===== src/design/fqb_cfg.svh =====
// Address map, table contents and reset values of the query burst and partition table.
`ifndef FQB_CFG_SVH
`define FQB_CFG_SVH

`define FQB_ADDR_WIDTH_CODE   8'h28
`define FQB_ADDR_PAGE_SIZE    8'h4c
`define FQB_ADDR_SYNC_COUNT   8'h4d
`define FQB_ADDR_SYNC_CAP1    8'h4e
`define FQB_ADDR_SYNC_CAP2    8'h4f
`define FQB_ADDR_SYNC_CAP3    8'h50
`define FQB_ADDR_SYNC_CAP4    8'h51
`define FQB_ADDR_REGION_COUNT 8'h52
`define FQB_ADDR_PART_LO      8'h53
`define FQB_ADDR_PART_HI      8'h54
`define FQB_ADDR_OPS_WITHIN   8'h55
`define FQB_ADDR_OPS_PROGRAM  8'h56
`define FQB_ADDR_OPS_ERASE    8'h57
`define FQB_ADDR_CTRL         8'hf0
`define FQB_ADDR_STATUS       8'hf1

`define FQB_VAL_WIDTH_CODE    8'h01
`define FQB_VAL_PAGE_SIZE     8'h03
`define FQB_VAL_SYNC_COUNT    8'h04
`define FQB_VAL_SYNC_CAP1     8'h01
`define FQB_VAL_SYNC_CAP2     8'h02
`define FQB_VAL_SYNC_CAP3     8'h03
`define FQB_VAL_SYNC_CAP4     8'h07
`define FQB_VAL_CONTINUOUS    3'h7
`define FQB_VAL_REGION_COUNT  8'h01
`define FQB_VAL_PART_COUNT    16'h0001
`define FQB_VAL_OPS_WITHIN    8'h11
`define FQB_VAL_OPS_PROGRAM   8'h00
`define FQB_VAL_OPS_ERASE     8'h00

`define FQB_CAP_CODE_MASK     8'h07
`define FQB_CTRL_QUERY_BIT    0
`define FQB_CTRL_CLEAR_BIT    1
`define FQB_STAT_QUERY_BIT    0
`define FQB_STAT_UNMAP_BIT    1
`define FQB_STAT_PAGE_BIT     2
`define FQB_STAT_BURST_BIT    3
`define FQB_STAT_CONT_BIT     4
`define FQB_RST_QUERY_MODE    1'b1
`define FQB_RST_UNMAPPED      1'b0
`define FQB_RST_RDATA         16'h0000

`endif


===== src/design/fqb_pkg.sv =====
// Types shared by the query burst and partition table.
package fqb_pkg;

   typedef logic [7:0]  fqb_addr_t;
   typedef logic [15:0] fqb_data_t;

   typedef struct packed
   {
      fqb_data_t rdata;
      logic      query_mode;
      logic      unmapped;
   } fqb_state_t;

endpackage


===== src/design/fqb_query.sv =====
// Query table section reporting page size, burst lengths and partition layout.
//
// Design decision made here: the plain strobed port.
`timescale 1ns/1ps
`include "fqb_cfg.svh"

module fqb_query
(
   input  wire logic            clk_i,
   input  wire logic            rst_i,
   input  wire fqb_pkg::fqb_addr_t addr_i,
   input  wire fqb_pkg::fqb_data_t wdata_i,
   input  wire logic            wr_i,
   input  wire logic            rd_i,
   output      fqb_pkg::fqb_data_t rdata_o,
   output      logic            query_mode_o
);
   import fqb_pkg::*;

   fqb_state_t state;
   fqb_state_t next_state;

   logic [7:0] table_byte;
   logic       table_hit;
   logic       regions_present;
   logic       page_capable;
   logic       burst_capable;
   logic       cont_capable;
   logic [7:0] status_byte;

   // A literal cannot be part-selected, so the partition count is held here and split into bytes.
   localparam logic [15:0] PART_COUNT = `FQB_VAL_PART_COUNT;

   // With no partition regions nothing follows the count byte, so the region fields read as zero.
   assign regions_present = (`FQB_VAL_REGION_COUNT != 8'h00);
   assign page_capable    = (`FQB_VAL_PAGE_SIZE != 8'h00);
   assign burst_capable   = (`FQB_VAL_SYNC_COUNT != 8'h00);
   assign cont_capable    = burst_capable && ((`FQB_VAL_SYNC_CAP4 & `FQB_CAP_CODE_MASK) == {5'h00, `FQB_VAL_CONTINUOUS});

   always_comb
   begin
      table_byte = 8'h00;
      table_hit  = 1'b1;
      unique case (addr_i)
         `FQB_ADDR_WIDTH_CODE:   table_byte = `FQB_VAL_WIDTH_CODE;
         `FQB_ADDR_PAGE_SIZE:    table_byte = `FQB_VAL_PAGE_SIZE;
         `FQB_ADDR_SYNC_COUNT:   table_byte = `FQB_VAL_SYNC_COUNT;
         // Only the code bits are driven so the reserved bits can be copied straight into configuration.
         `FQB_ADDR_SYNC_CAP1:    table_byte = `FQB_VAL_SYNC_CAP1 & `FQB_CAP_CODE_MASK;
         `FQB_ADDR_SYNC_CAP2:    table_byte = `FQB_VAL_SYNC_CAP2 & `FQB_CAP_CODE_MASK;
         `FQB_ADDR_SYNC_CAP3:    table_byte = `FQB_VAL_SYNC_CAP3 & `FQB_CAP_CODE_MASK;
         `FQB_ADDR_SYNC_CAP4:    table_byte = `FQB_VAL_SYNC_CAP4 & `FQB_CAP_CODE_MASK;
         `FQB_ADDR_REGION_COUNT: table_byte = `FQB_VAL_REGION_COUNT;
         `FQB_ADDR_PART_LO:      table_byte = regions_present ? PART_COUNT[7:0] : 8'h00;
         `FQB_ADDR_PART_HI:      table_byte = regions_present ? PART_COUNT[15:8] : 8'h00;
         `FQB_ADDR_OPS_WITHIN:   table_byte = regions_present ? `FQB_VAL_OPS_WITHIN : 8'h00;
         `FQB_ADDR_OPS_PROGRAM:  table_byte = regions_present ? `FQB_VAL_OPS_PROGRAM : 8'h00;
         `FQB_ADDR_OPS_ERASE:    table_byte = regions_present ? `FQB_VAL_OPS_ERASE : 8'h00;
         default:                table_hit  = 1'b0;
      endcase
   end

   always_comb
   begin
      status_byte = 8'h00;
      status_byte[`FQB_STAT_QUERY_BIT] = state.query_mode;
      status_byte[`FQB_STAT_UNMAP_BIT] = state.unmapped;
      status_byte[`FQB_STAT_PAGE_BIT]  = page_capable;
      status_byte[`FQB_STAT_BURST_BIT] = burst_capable;
      status_byte[`FQB_STAT_CONT_BIT]  = cont_capable;
   end

   always_comb
   begin
      next_state       = state;
      next_state.rdata = 16'h0000;
      if (wr_i && (addr_i == `FQB_ADDR_CTRL))
      begin
         next_state.query_mode = wdata_i[`FQB_CTRL_QUERY_BIT];
         if (wdata_i[`FQB_CTRL_CLEAR_BIT])
         begin
            next_state.unmapped = 1'b0;
         end
      end
      if (rd_i)
      begin
         if (addr_i == `FQB_ADDR_CTRL)
         begin
            next_state.rdata = {15'h0000, state.query_mode};
         end
         else if (addr_i == `FQB_ADDR_STATUS)
         begin
            next_state.rdata = {8'h00, status_byte};
         end
         else if (table_hit)
         begin
            // Outside query mode the table is hidden and reads as zero.
            next_state.rdata = state.query_mode ? {8'h00, table_byte} : 16'h0000;
         end
         else
         begin
            // A new miss wins over a clear written in the same cycle.
            next_state.unmapped = 1'b1;
         end
      end
      if (wr_i && (addr_i != `FQB_ADDR_CTRL))
      begin
         next_state.unmapped = 1'b1;
      end
   end

   always_ff @(posedge clk_i or posedge rst_i)
   begin
      if (rst_i)
      begin
         state.rdata      <= `FQB_RST_RDATA;
         state.query_mode <= `FQB_RST_QUERY_MODE;
         state.unmapped   <= `FQB_RST_UNMAPPED;
      end
      else
      begin
         state <= next_state;
      end
   end

   assign rdata_o      = state.rdata;
   assign query_mode_o = state.query_mode;
endmodule


===== config.mk =====
export PLATFORM = sky130hd
export DESIGN_NAME = fqb_query
export DESIGN_NICKNAME = d
export VERILOG_FILES = /design/src/design/fqb_pkg.sv /design/src/design/fqb_query.sv
export VERILOG_INCLUDE_DIRS = /design/src /design/src/design
export SDC_FILE = /design/constraint.sdc
export NUM_CORES = 1
export LEC_CHECK = 0
export ABC_AREA = 1
export BUFFER_PORTS_ARGS = -buffer_cell sky130_fd_sc_hd__buf_2
export CORE_ASPECT_RATIO = 0.9
export CORE_MARGIN = 2
export CORE_UTILIZATION = 44
export CTS_BUF_LIST = sky130_fd_sc_hd__clkbuf_8 sky130_fd_sc_hd__clkbuf_16
export DETAILED_ROUTE_END_ITERATION = 12
export MAX_ROUTING_LAYER = met4
export PLACE_DENSITY = 0.83
export SYNTH_ARGS = -nofsm -noshare
export SYNTH_HDL_FRONTEND = slang
export SYNTH_SLANG_ARGS = --single-unit

===== constraint.sdc =====
create_clock -name clk_i -period 2.1 [get_ports clk_i]
set_input_delay 0.525 -clock clk_i [delete_from_list [all_inputs] [get_ports clk_i]]
set_output_delay 0.525 -clock clk_i [all_outputs]
set_load 0.05 [all_outputs]

==> Yosys cells after proc, flatten, opt, wreduce, memory -nomap -nowiden <==
Index checks and enable logic that the tools add are counted.
{ "op_classes": {"n_eq_ne": 16, "muxes": 14, "reduce_logical": 5} }
{ "ops": {"columns": ["operator", "n"], "rows": [
  ["== test 8 x 7 -> 1 bit (second input constant)", 12],
  ["two-way mux 8 bit", 4],
  ["case mux 5 bit (6 select lines)", 1],
  ["== test 8 bit (second input constant)", 2],
  ["OR reduction 13 bit", 1],
  ["== test 8 x 6 -> 1 bit (second input constant)", 1],
  ["two-way mux 1 bit", 8],
  ["inequality test 8 bit (second input constant)", 1],
  ["two-way mux 5 bit", 1],
  ["OR reduction 4 bit", 1],
  ["logical AND 1 bit", 2],
  ["OR reduction 2 bit", 1]
]} }
{ "totals": {"regBits": 18, "input_bits": 28, "out_inout_bits": 17, "elab_cells": 38} }

==> Logic depth before layout (Yosys ltp) <==
Gate-level depths: netlist (run 1).
{ "depth": {"ltp_word": 8, "depth_mapped": 9, "mapped_depth_nobuf": 9} }

==> Worst setup path after synthesis (run 1) <==
No wires, ideal clock.
{ "synth_timing": {"path_kind": "input port to flip-flop", "from": "input port addr_i[7]", "to": "register state[0] in the netlist's numbering", "setup_time_ps": 121, "t_arrival_ps": 1114, "required_ps": 1979, "slack_ps": 865, "path_stages": 8, "path_buffers": 0, "cell_sequence": "inv_1 -> nand2_1 -> nor2_4 -> nand2_1 -> nand2_1 -> nor2_1 -> nand4_1 -> nand2_1"} }
{ "synth_rtl": {"columns": ["item", "line", "text"], "rows": [
  ["start: declaration", "fqb_query.sv:11", "input wire fqb_pkg::fqb_addr_t addr_i,"],
  ["end signal: assignment", "fqb_query.sv:122", "state <= next_state;"],
  ["end: declaration", "fqb_query.sv:20", "fqb_state_t state;"]
]} }

==> Final worst setup path (run 1) <==
{ "layout_timing": {"from": "register state, in the netlist query_mode_o", "to": "output port query_mode_o"} }
{ "layout_rtl": {"columns": ["item", "line", "text"], "rows": [
  ["end: declaration", "fqb_query.sv:16", "output logic query_mode_o"]
]} }
No word-level cell between the ends.

==> results_dict.tcl, run 1 <==
set metrics [dict create \
    run_status "complete, no violations" \
    cts_setup_buffers 0 \
    crit_slowest_cell "dfstp_2" \
    fp.coreArea_um2 1480 \
    wl_met2_um 688 \
    diodes 0 \
    startpoint "query_mode_o$_DFFE_PP1N_" \
    regArea_um2 176 \
    r2r_end "rdata_o[0]$_DFF_PP0_" \
    synthCells 119 \
    fin_crit_sh_pct 75.2 \
    clk_latency_ns 0.22 \
    rr_startpoint "query_mode_o$_DFFE_PP1N_" \
    seq_area_frac_synth_pct 25.0 \
    setup_viol 0 \
    io_buffer_count 19 \
    clockBufferDepth 2 \
    max_freq_mhz 633 \
    drt_pre_antenna_iters 4 \
    wl_met3_um 53 \
    clock_sinks 7 \
    p_int_uw 284 \
    reg2reg_depth 4 \
    cp.depth 1 \
    die_height_um 42.0 \
    grt_pass1_vias 612 \
    cpPeakStageDelay_ns 0.56 \
    antenna_found_initial 0 \
    die_w_um 46.2 \
    routed_wl_um 1270 \
    rsz0062_at_grt "false" \
    initial_core_util_pct 47.7 \
    netlist_area_um2 706 \
    hold_path_class "primary input to asynchronous set/reset pin" \
    viasPerCell 4.30 \
    ys_types 17 \
    clkPwrFrac_pct 41.8 \
    clkTransAtPathRegs_ns 0.04 \
    place.gp.congestion 0.907 \
    row_count 13 \
    multi_input_area_um2 372 \
    area_delta_synth_final_pct 12.1 \
    critical_path_arrival_ns 1.05 \
    worst_path_dominant_cell_family "flip-flops" \
    hold_viol 0 \
    async_flop_share_pct 100 \
    ys_seq_elements 7 \
    ys_top_cells_by_area "dfrtp_1 (21%), nand2_1 (20%), buf_4 (17%)" \
    critPathCapture "query_mode_o" \
    yosysTopAreaCellShare_pct 21.3 \
    power_uw 414 \
    finalClockSkew_ns 0.000519 \
    cp_cell_sequence "buf_2" \
    synth_top_area_cell "dfrtp_1" \
    layout-drive-gt1-share_pct 24.3 \
    highest_layer "met3" \
    cellPowerDensity_nw_per_um2 524 \
    yosys-top-cells-count "nand2_1 (37), inv_1 (19), nor2_1 (17), buf_4 (16), dfrtp_1 (6)" \
    final_antenna_net_count 0 \
    fin_crit_ns 1.58 \
    reg2reg_slack_ns 1.25 \
    nFillCells 141 \
    swShare_pct 31.3 \
    worst-path-buf-inv 1 \
    hold_buffers 0 \
    yosys_most_used_dff "dfrtp_1" \
    stdcell_area_um2 791 \
    cp.required_ns 1.57 \
    synthMostInstantiatedCell "nand2_1" \
    hpwl_um 1090 \
    cp_max_fo 6 \
    synth_edf_count 0 \
    p_sw_uw 130 \
    via_count 680 \
    clockRootBuffer "clkbuf_8" \
    syn_avg_cell_area_um2 5.93 \
    drc 0 \
    cts_buffers 3 \
    fin_nets 165 \
    drv_slew 0 \
    timing_worst_setup_path_type "flop to output port" \
    routedWlPerCell_um 8.02 \
    pin_count 45 \
    combPwrFrac_pct 24.4 \
    tns_ns 0 \
    ctsResizeCount 0 \
    maxCapViolations 0 \
    htreeDepth 1 \
    drtIter0Drc 17 \
    wl_met1_um 525 \
    cts_tree "built" \
    placed_area_um2 746 \
    worstSetupStartpointType "flop" \
    end_kind "output port" \
    peakVddDrop_mv 0.210 \
    grt_usage_pct 16.1 \
    pwr-share-seq_pct 33.9 \
    overflow 0 \
    power_leakage_uw 0.000524 \
    ys_warn_count 0 \
    grt_first_pass_wirelength_um 2320 \
    die-area_um2 1940 \
    grt_max_degree 8 \
]
how the worst min path moves through the flow:
| stage | from | to | slack [ns] | cells after the start |
|---|---|---|---|---|
| 6_report | rst_i | rdata_o[3]$_DFF_PP0_ | 0.22 | 2 |
| 5_1_grt | rst_i | rdata_o[0]$_DFF_PP0_ | 0.24 | 2 |
| 4_1_cts | rst_i | rdata_o[2]$_DFF_PP0_ | 0.23 | 2 |
| 3_5_place_dp | rst_i | rdata_o[1]$_DFF_PP0_ | 0.45 | 2 |
| 3_3_place_gp | rst_i | rdata_o[0]$_DFF_PP0_ | 0.45 | 2 |
| 2_1_floorplan | rst_i | rdata_o[0]$_DFF_PP0_ | 0.33 | 1 |
metal layers:
metal | track usage (%) | up-vias
li1 | - | 359
met1 | 17.0 | 305
met2 | 28.1 | 16
met3 | 4.31 | 0
met4 | 5.14 | 0
met5 | - | -
placed cells by master, fill, tap and decap left out:
cell type and instances:
a21oi_1 3, a22oi_1 1, and2_1 1, buf_2 19
clkbuf_8 3, conb_1 11, dfrtp_1 6, dfstp_2 1
inv_1 20, inv_2 1, nand2_1 37, nand2_2 4
nand3_1 4, nand4_1 2, nor2_1 17, nor2_2 4
nor2_4 1, o21ai_1 1
power by group through the flow:
stage	Sequential [uW]	Combinational (uW)	Clock, uW
finish	140	101	173
floorplan	145	91.2	0
CTS	140	101	176
global placement	142	98.4	0
global route	141	111	189
detailed placement	142	100	0
cell families (layout without fill, tap and decap cells):
family / Yosys count / count (layout) / synth area share, %
flip-flops: 7 / 7 / 25.0
other: 1 / 11 / 0.531
AO/OA/AOI/OAI: 5 / 5 / 3.90
AND/OR/NAND/NOR: 70 / 70 / 42.9
buffers and inverters: 36 / 43 / 27.7
area by class of cell:
cell class,instances,area share [%]
Multi-Input combinational cell,86,47.0
Inverter,20,9.49
Clock inverter,1,0.475
Sequential cell,7,22.3
Timing Repair Buffer,19,12.0
Clock buffer,3,5.22
Tap cell,22,3.48
worst reg2reg max path, delay by kind of cell, from the launching register on:
family / cells / cell delay (ns)
flip-flops: 1 / 0.56
AND/OR/NAND/NOR: 2 / 0.11
buffers and inverters: 2 / 0.12
state kept, by name, indices dropped and copies added (netlist names):
signal	count
rdata_o	5
query_mode_o	1
state	1
per-stage QoR:
step	util, %	std cells	hold WS (ns)	setup WS, ns
floorplan	-	129	0.328	0.865
global placement	50.4	154	0.448	0.657
detailed placement	50.4	154	0.453	0.612
CTS	53.4	158	0.229	0.516
global route	53.4	158	0.240	0.473
finish	53.4	158	0.221	0.521
(Power assumes the default switching activity.)
==> run 2: changes to the inputs <==
CORE_UTILIZATION = 37   (was 44)
PLACE_DENSITY = 0.74   (was 0.83)
clock period = 1.4 ns   (was 2.1 ns; I/O delays follow)
==> results_dict.tcl, run 2 (synthesized netlist as in run 1, its figures left out) <==
set metrics [dict create \
    run_status "complete, no violations" \
    io_buffer_count 19 \
    die_height_um 45.4 \
    p_sw_uw 201 \
    final.setup.worst_slack_ns 0.0485 \
    clockRootBuffer "clkbuf_8" \
    grt_pass1_vias 581 \
    drt_pre_antenna_iters 4 \
    antenna_found_initial 0 \
    overflow 0 \
    fin_nets 165 \
    clkTransAtPathRegs_ns 0.04 \
    largest_register_ffs 5 \
    hold_buffers 0 \
    peakVddDrop_mv 0.503 \
    combPwrFrac_pct 24.1 \
    clkPwrFrac_pct 42.4 \
    crit_slowest_cell "dfstp_2" \
    fp.coreArea_um2 1730 \
    p_int_uw 428 \
    worst-path-buf-inv 1 \
    die_w_um 50.0 \
    hold_viol 0 \
    area_delta_synth_final_pct 12.8 \
    hpwl_um 1060 \
    worstSetupStartpointType "flop" \
    htreeDepth 1 \
    finalClockSkew_ns 0.0000711 \
    drv_slew 0 \
    timing_worst_setup_path_type "flop to output port" \
    fin_crit_ns 1.35 \
    clock_sinks 7 \
    utilization_pct 45.9 \
    mostFrequentLayoutCell "nand2_1" \
    end_kind "output port" \
    grt_usage_pct 13.0 \
    routed_wl_um 1200 \
    cpPeakStageDelay_ns 0.57 \
    routedWlPerCell_um 7.48 \
    cp_cell_sequence "buf_4" \
    via_count 659 \
    clockBufferDepth 2 \
    worst_path_dominant_cell_family "flip-flops" \
    clk_latency_ns 0.22 \
    viasPerCell 4.12 \
    drtIter0Drc 6 \
    pwr-share-seq_pct 33.5 \
    maxCapViolations 0 \
    max_freq_mhz 740 \
    nFillCells 185 \
    diodes 0 \
    pre_cts_ws_ns 0.115 \
    critical_path_arrival_ns 1.00 \
    place.gp.congestion 0.849 \
    pin_count 45 \
    final_cell_mix "nand2_1 (37), inv_1 (20), buf_2 (18)" \
    final_antenna_net_count 0 \
    cts_tree "built" \
    setup_viol 0 \
    reg2reg_depth 2 \
    initial_core_util_pct 40.7 \
    swShare_pct 31.9 \
    cp.depth 1 \
    cts_buffers 3 \
    cp.required_ns 1.05 \
    cts_setup_buffers 0 \
    rsz0062_at_grt "false" \
    layout-drive-gt1-share_pct 24.3 \
    grt_first_pass_wirelength_um 2160 \
    fin_crit_sh_pct 96.5 \
    hold_path_class "primary input to asynchronous set/reset pin" \
    power_leakage_uw 0.000524 \
    die-area_um2 2270 \
    row_count 14 \
    grt_max_degree 8 \
    drc 0 \
    tns_ns 0 \
    cp_max_fo 6 \
    cellPowerDensity_nw_per_um2 790 \
]
## run 2: changes by cell type in the layout (fill, tap and decap cells not counted)
cell | before | now
buf_2 | 19 | 18
buf_4 | 0 | 1
## run 2: cell type report
type                            instances  area [um^2]  share of cell area, %
Multi-Input combinational cell         86          372                   46.7
Sequential cell                         7          176                   22.2
Timing Repair Buffer                   19         97.6                   12.3
Inverter                               20         75.1                   9.43
Clock buffer                            3         41.3                   5.19
Tap cell                               24         30.0                   3.77
Clock inverter                          1         3.75                  0.472
## run 2: final timing paths
check | from | endpoint | slack [ns]
setup reg to reg | query_mode_o$_DFFE_PP1N_ | rdata_o[2]$_DFF_PP0_ | 0.55
setup / recovery | query_mode_o$_DFFE_PP1N_ | query_mode_o | 0.05
min in group clk_i | wdata_i[0] | query_mode_o$_DFFE_PP1N_ | 0.34
max in group asynchronous | rst_i | query_mode_o$_DFFE_PP1N_ | 1.10
hold reg to reg | query_mode_o$_DFFE_PP1N_ | query_mode_o$_DFFE_PP1N_ | 0.50
hold / removal | rst_i | state[0]$_DFF_PP0_ | 0.04
## run 2: power groups by stage
stage	logic, uW	registers (uW)	clock network [uW]
CTS	152	210	276
global route	166	211	292
global placement	148	213	0
finish	152	210	267
floorplan	137	217	0
detailed placement	151	213	0
## run 2: timing repair
| action | 4_1_cts | 5_1_grt |
|---|---|---|
| endpoints found under the hold margin | 0 | 0 |
| gates resized for setup | 1 | 0 |
| endpoints found under the setup margin | 1 | 0 |
## run 2: metrics by stage
| step | std cells | hold WS, ns | instance area (um^2) | power (uW) |
|---|---|---|---|---|
| after floorplan | 129 | 0.153 | 743 | 354 |
| after global placement | 156 | 0.275 | 748 | 361 |
| after detailed placement | 156 | 0.280 | 748 | 363 |
| after CTS | 160 | 0.0446 | 796 | 638 |
| after global routing | 160 | 0.0674 | 796 | 669 |
| final | 160 | 0.0411 | 796 | 629 |
## run 2: layer usage
metal,vias up,track usage (%),share of wire (%)
met4,0,8.33,1.0
met3,2,2.30,5.6
met1,279,13.2,40
met2,18,23.7,53
met5,-,-,0
li1,360,-,-
==> run 3: changes to the inputs <==
RECOVER_POWER = 50   (was default)
SKIP_LAST_GASP = 1   (was default)
==> results_dict.tcl, run 3 (synthesized netlist as in run 1, its figures left out) <==
set metrics [dict create \
    run_status "complete, no violations" \
    p_int_uw 428 \
    layout-drive-gt1-share_pct 22.8 \
    worst_path_dominant_cell_family "flip-flops" \
    clockBufferDepth 2 \
    diodes 0 \
    crit_slowest_cell "dfstp_2" \
    antenna_found_initial 0 \
    swShare_pct 31.8 \
    combPwrFrac_pct 24.0 \
    clkPwrFrac_pct 42.5 \
    cp_cell_sequence "buf_4" \
    grt_usage_pct 13.0 \
    io_buffer_count 19 \
    grt_first_pass_wirelength_um 2160 \
    whs_ns 0.0411 \
    overflow 0 \
    hold_path_class "primary input to asynchronous set/reset pin" \
    routed_wl_um 1200 \
    max_freq_mhz 741 \
    cts_tree "built" \
    drtIter0Drc 6 \
    finalClockSkew_ns 0.0000711 \
    grt_max_degree 8 \
    stdcell_area_um2 791 \
    largest_register_ffs 5 \
    die_height_um 45.4 \
    clk_latency_ns 0.22 \
    initial_core_util_pct 40.7 \
    cpPeakStageDelay_ns 0.57 \
    mostFrequentLayoutCell "nand2_1" \
    fin_nets 165 \
    maxCapViolations 0 \
    place.gp.congestion 0.849 \
    row_count 14 \
    die-area_um2 2270 \
    peakVddDrop_mv 0.503 \
    area_delta_synth_final_pct 12.1 \
    viasPerCell 4.13 \
    fin_crit_ns 1.35 \
    grt_pass1_vias 581 \
    hpwl_um 1060 \
    tns_ns 0 \
    placed_area_um2 748 \
    via_count 661 \
    drt_pre_antenna_iters 4 \
    cp.required_ns 1.05 \
    worst-path-buf-inv 1 \
    die_w_um 50.0 \
    fp.coreArea_um2 1730 \
    p_sw_uw 200 \
    worstSetupStartpointType "flop" \
    final_antenna_net_count 0 \
    hold_viol 0 \
    pwr-share-seq_pct 33.5 \
    drc 0 \
    cts_buffers 3 \
    cellPowerDensity_nw_per_um2 793 \
    drv_slew 0 \
    routedWlPerCell_um 7.53 \
    setup_viol 0 \
    end_kind "output port" \
    rsz0062_at_grt "false" \
    cp_max_fo 6 \
    clkTransAtPathRegs_ns 0.04 \
    htreeDepth 1 \
    clockRootBuffer "clkbuf_8" \
    power_leakage_uw 0.000525 \
    timing_worst_setup_path_type "flop to output port" \
    final_cell_mix "nand2_1 (37), inv_1 (20), nor2_1 (19)" \
    critical_path_arrival_ns 1.00 \
    pin_count 45 \
    fin_crit_sh_pct 96.4 \
    clock_sinks 7 \
]
[run 3: cell counts in the layout (fill, tap and decap cells not counted)]
Identical to the previous run, type by type.
[run 3: what timing repair did]
action                                  in CTS  in global routing
setup buffers                                0                  0
hold buffers                                 0                  0
gates resized for setup                      1                  0
endpoints found under the setup margin       1                  0
[run 3: routing by layer]
| metal | up-vias | global-route usage (%) | share of wire (%) |
|---|---|---|---|
| met5 | - | - | 0 |
| met4 | 0 | 8.33 | 1.0 |
| met3 | 2 | 2.30 | 5.6 |
| met2 | 18 | 23.7 | 52 |
| met1 | 281 | 13.2 | 41 |
| li1 | 360 | - | - |
[run 3: path summary, 6_finish.rpt]
kind	to	depth (start not counted)	startpoint	slack (ns)
hold / removal	state[0]$_DFF_PP0_	2	rst_i	0.04
max in group asynchronous	query_mode_o$_DFFE_PP1N_	2	rst_i	1.10
hold reg to reg	query_mode_o$_DFFE_PP1N_	2	query_mode_o$_DFFE_PP1N_	0.49
min in group clk_i	query_mode_o$_DFFE_PP1N_	3	wdata_i[0]	0.34
setup / recovery	query_mode_o	1	query_mode_o$_DFFE_PP1N_	0.05
setup reg to reg	rdata_o[2]$_DFF_PP0_	2	query_mode_o$_DFFE_PP1N_	0.52
[run 3: power by group through the flow]
stage / clock, uW / combinational [uW] / sequential, uW
finish: 267 / 150 / 210
detailed placement: 0 / 151 / 213
floorplan: 0 / 137 / 217
global placement: 0 / 148 / 213
global route: 292 / 165 / 211
CTS: 276 / 152 / 210
[run 3: layout make-up]
cell class | count | area, um^2
fill | 184 | 943
clock buffer | 3 | 41.3
sequential | 7 | 176
inverter | 20 | 75.1
clock inverter | 1 | 3.75
multi-input combinational | 86 | 367
tap | 24 | 30.0
timing repair buffer | 19 | 97.6
[run 3: metrics by stage]
stage,utilization [%],power (uW),worst slack (ns),cells
after floorplan,-,354,0.340,129
final,45.6,627,0.0502,160
after detailed placement,43.1,363,0.115,156
after global placement,43.1,361,0.145,156
after CTS,45.9,638,0.0404,160
after global routing,45.6,668,0.0136,160
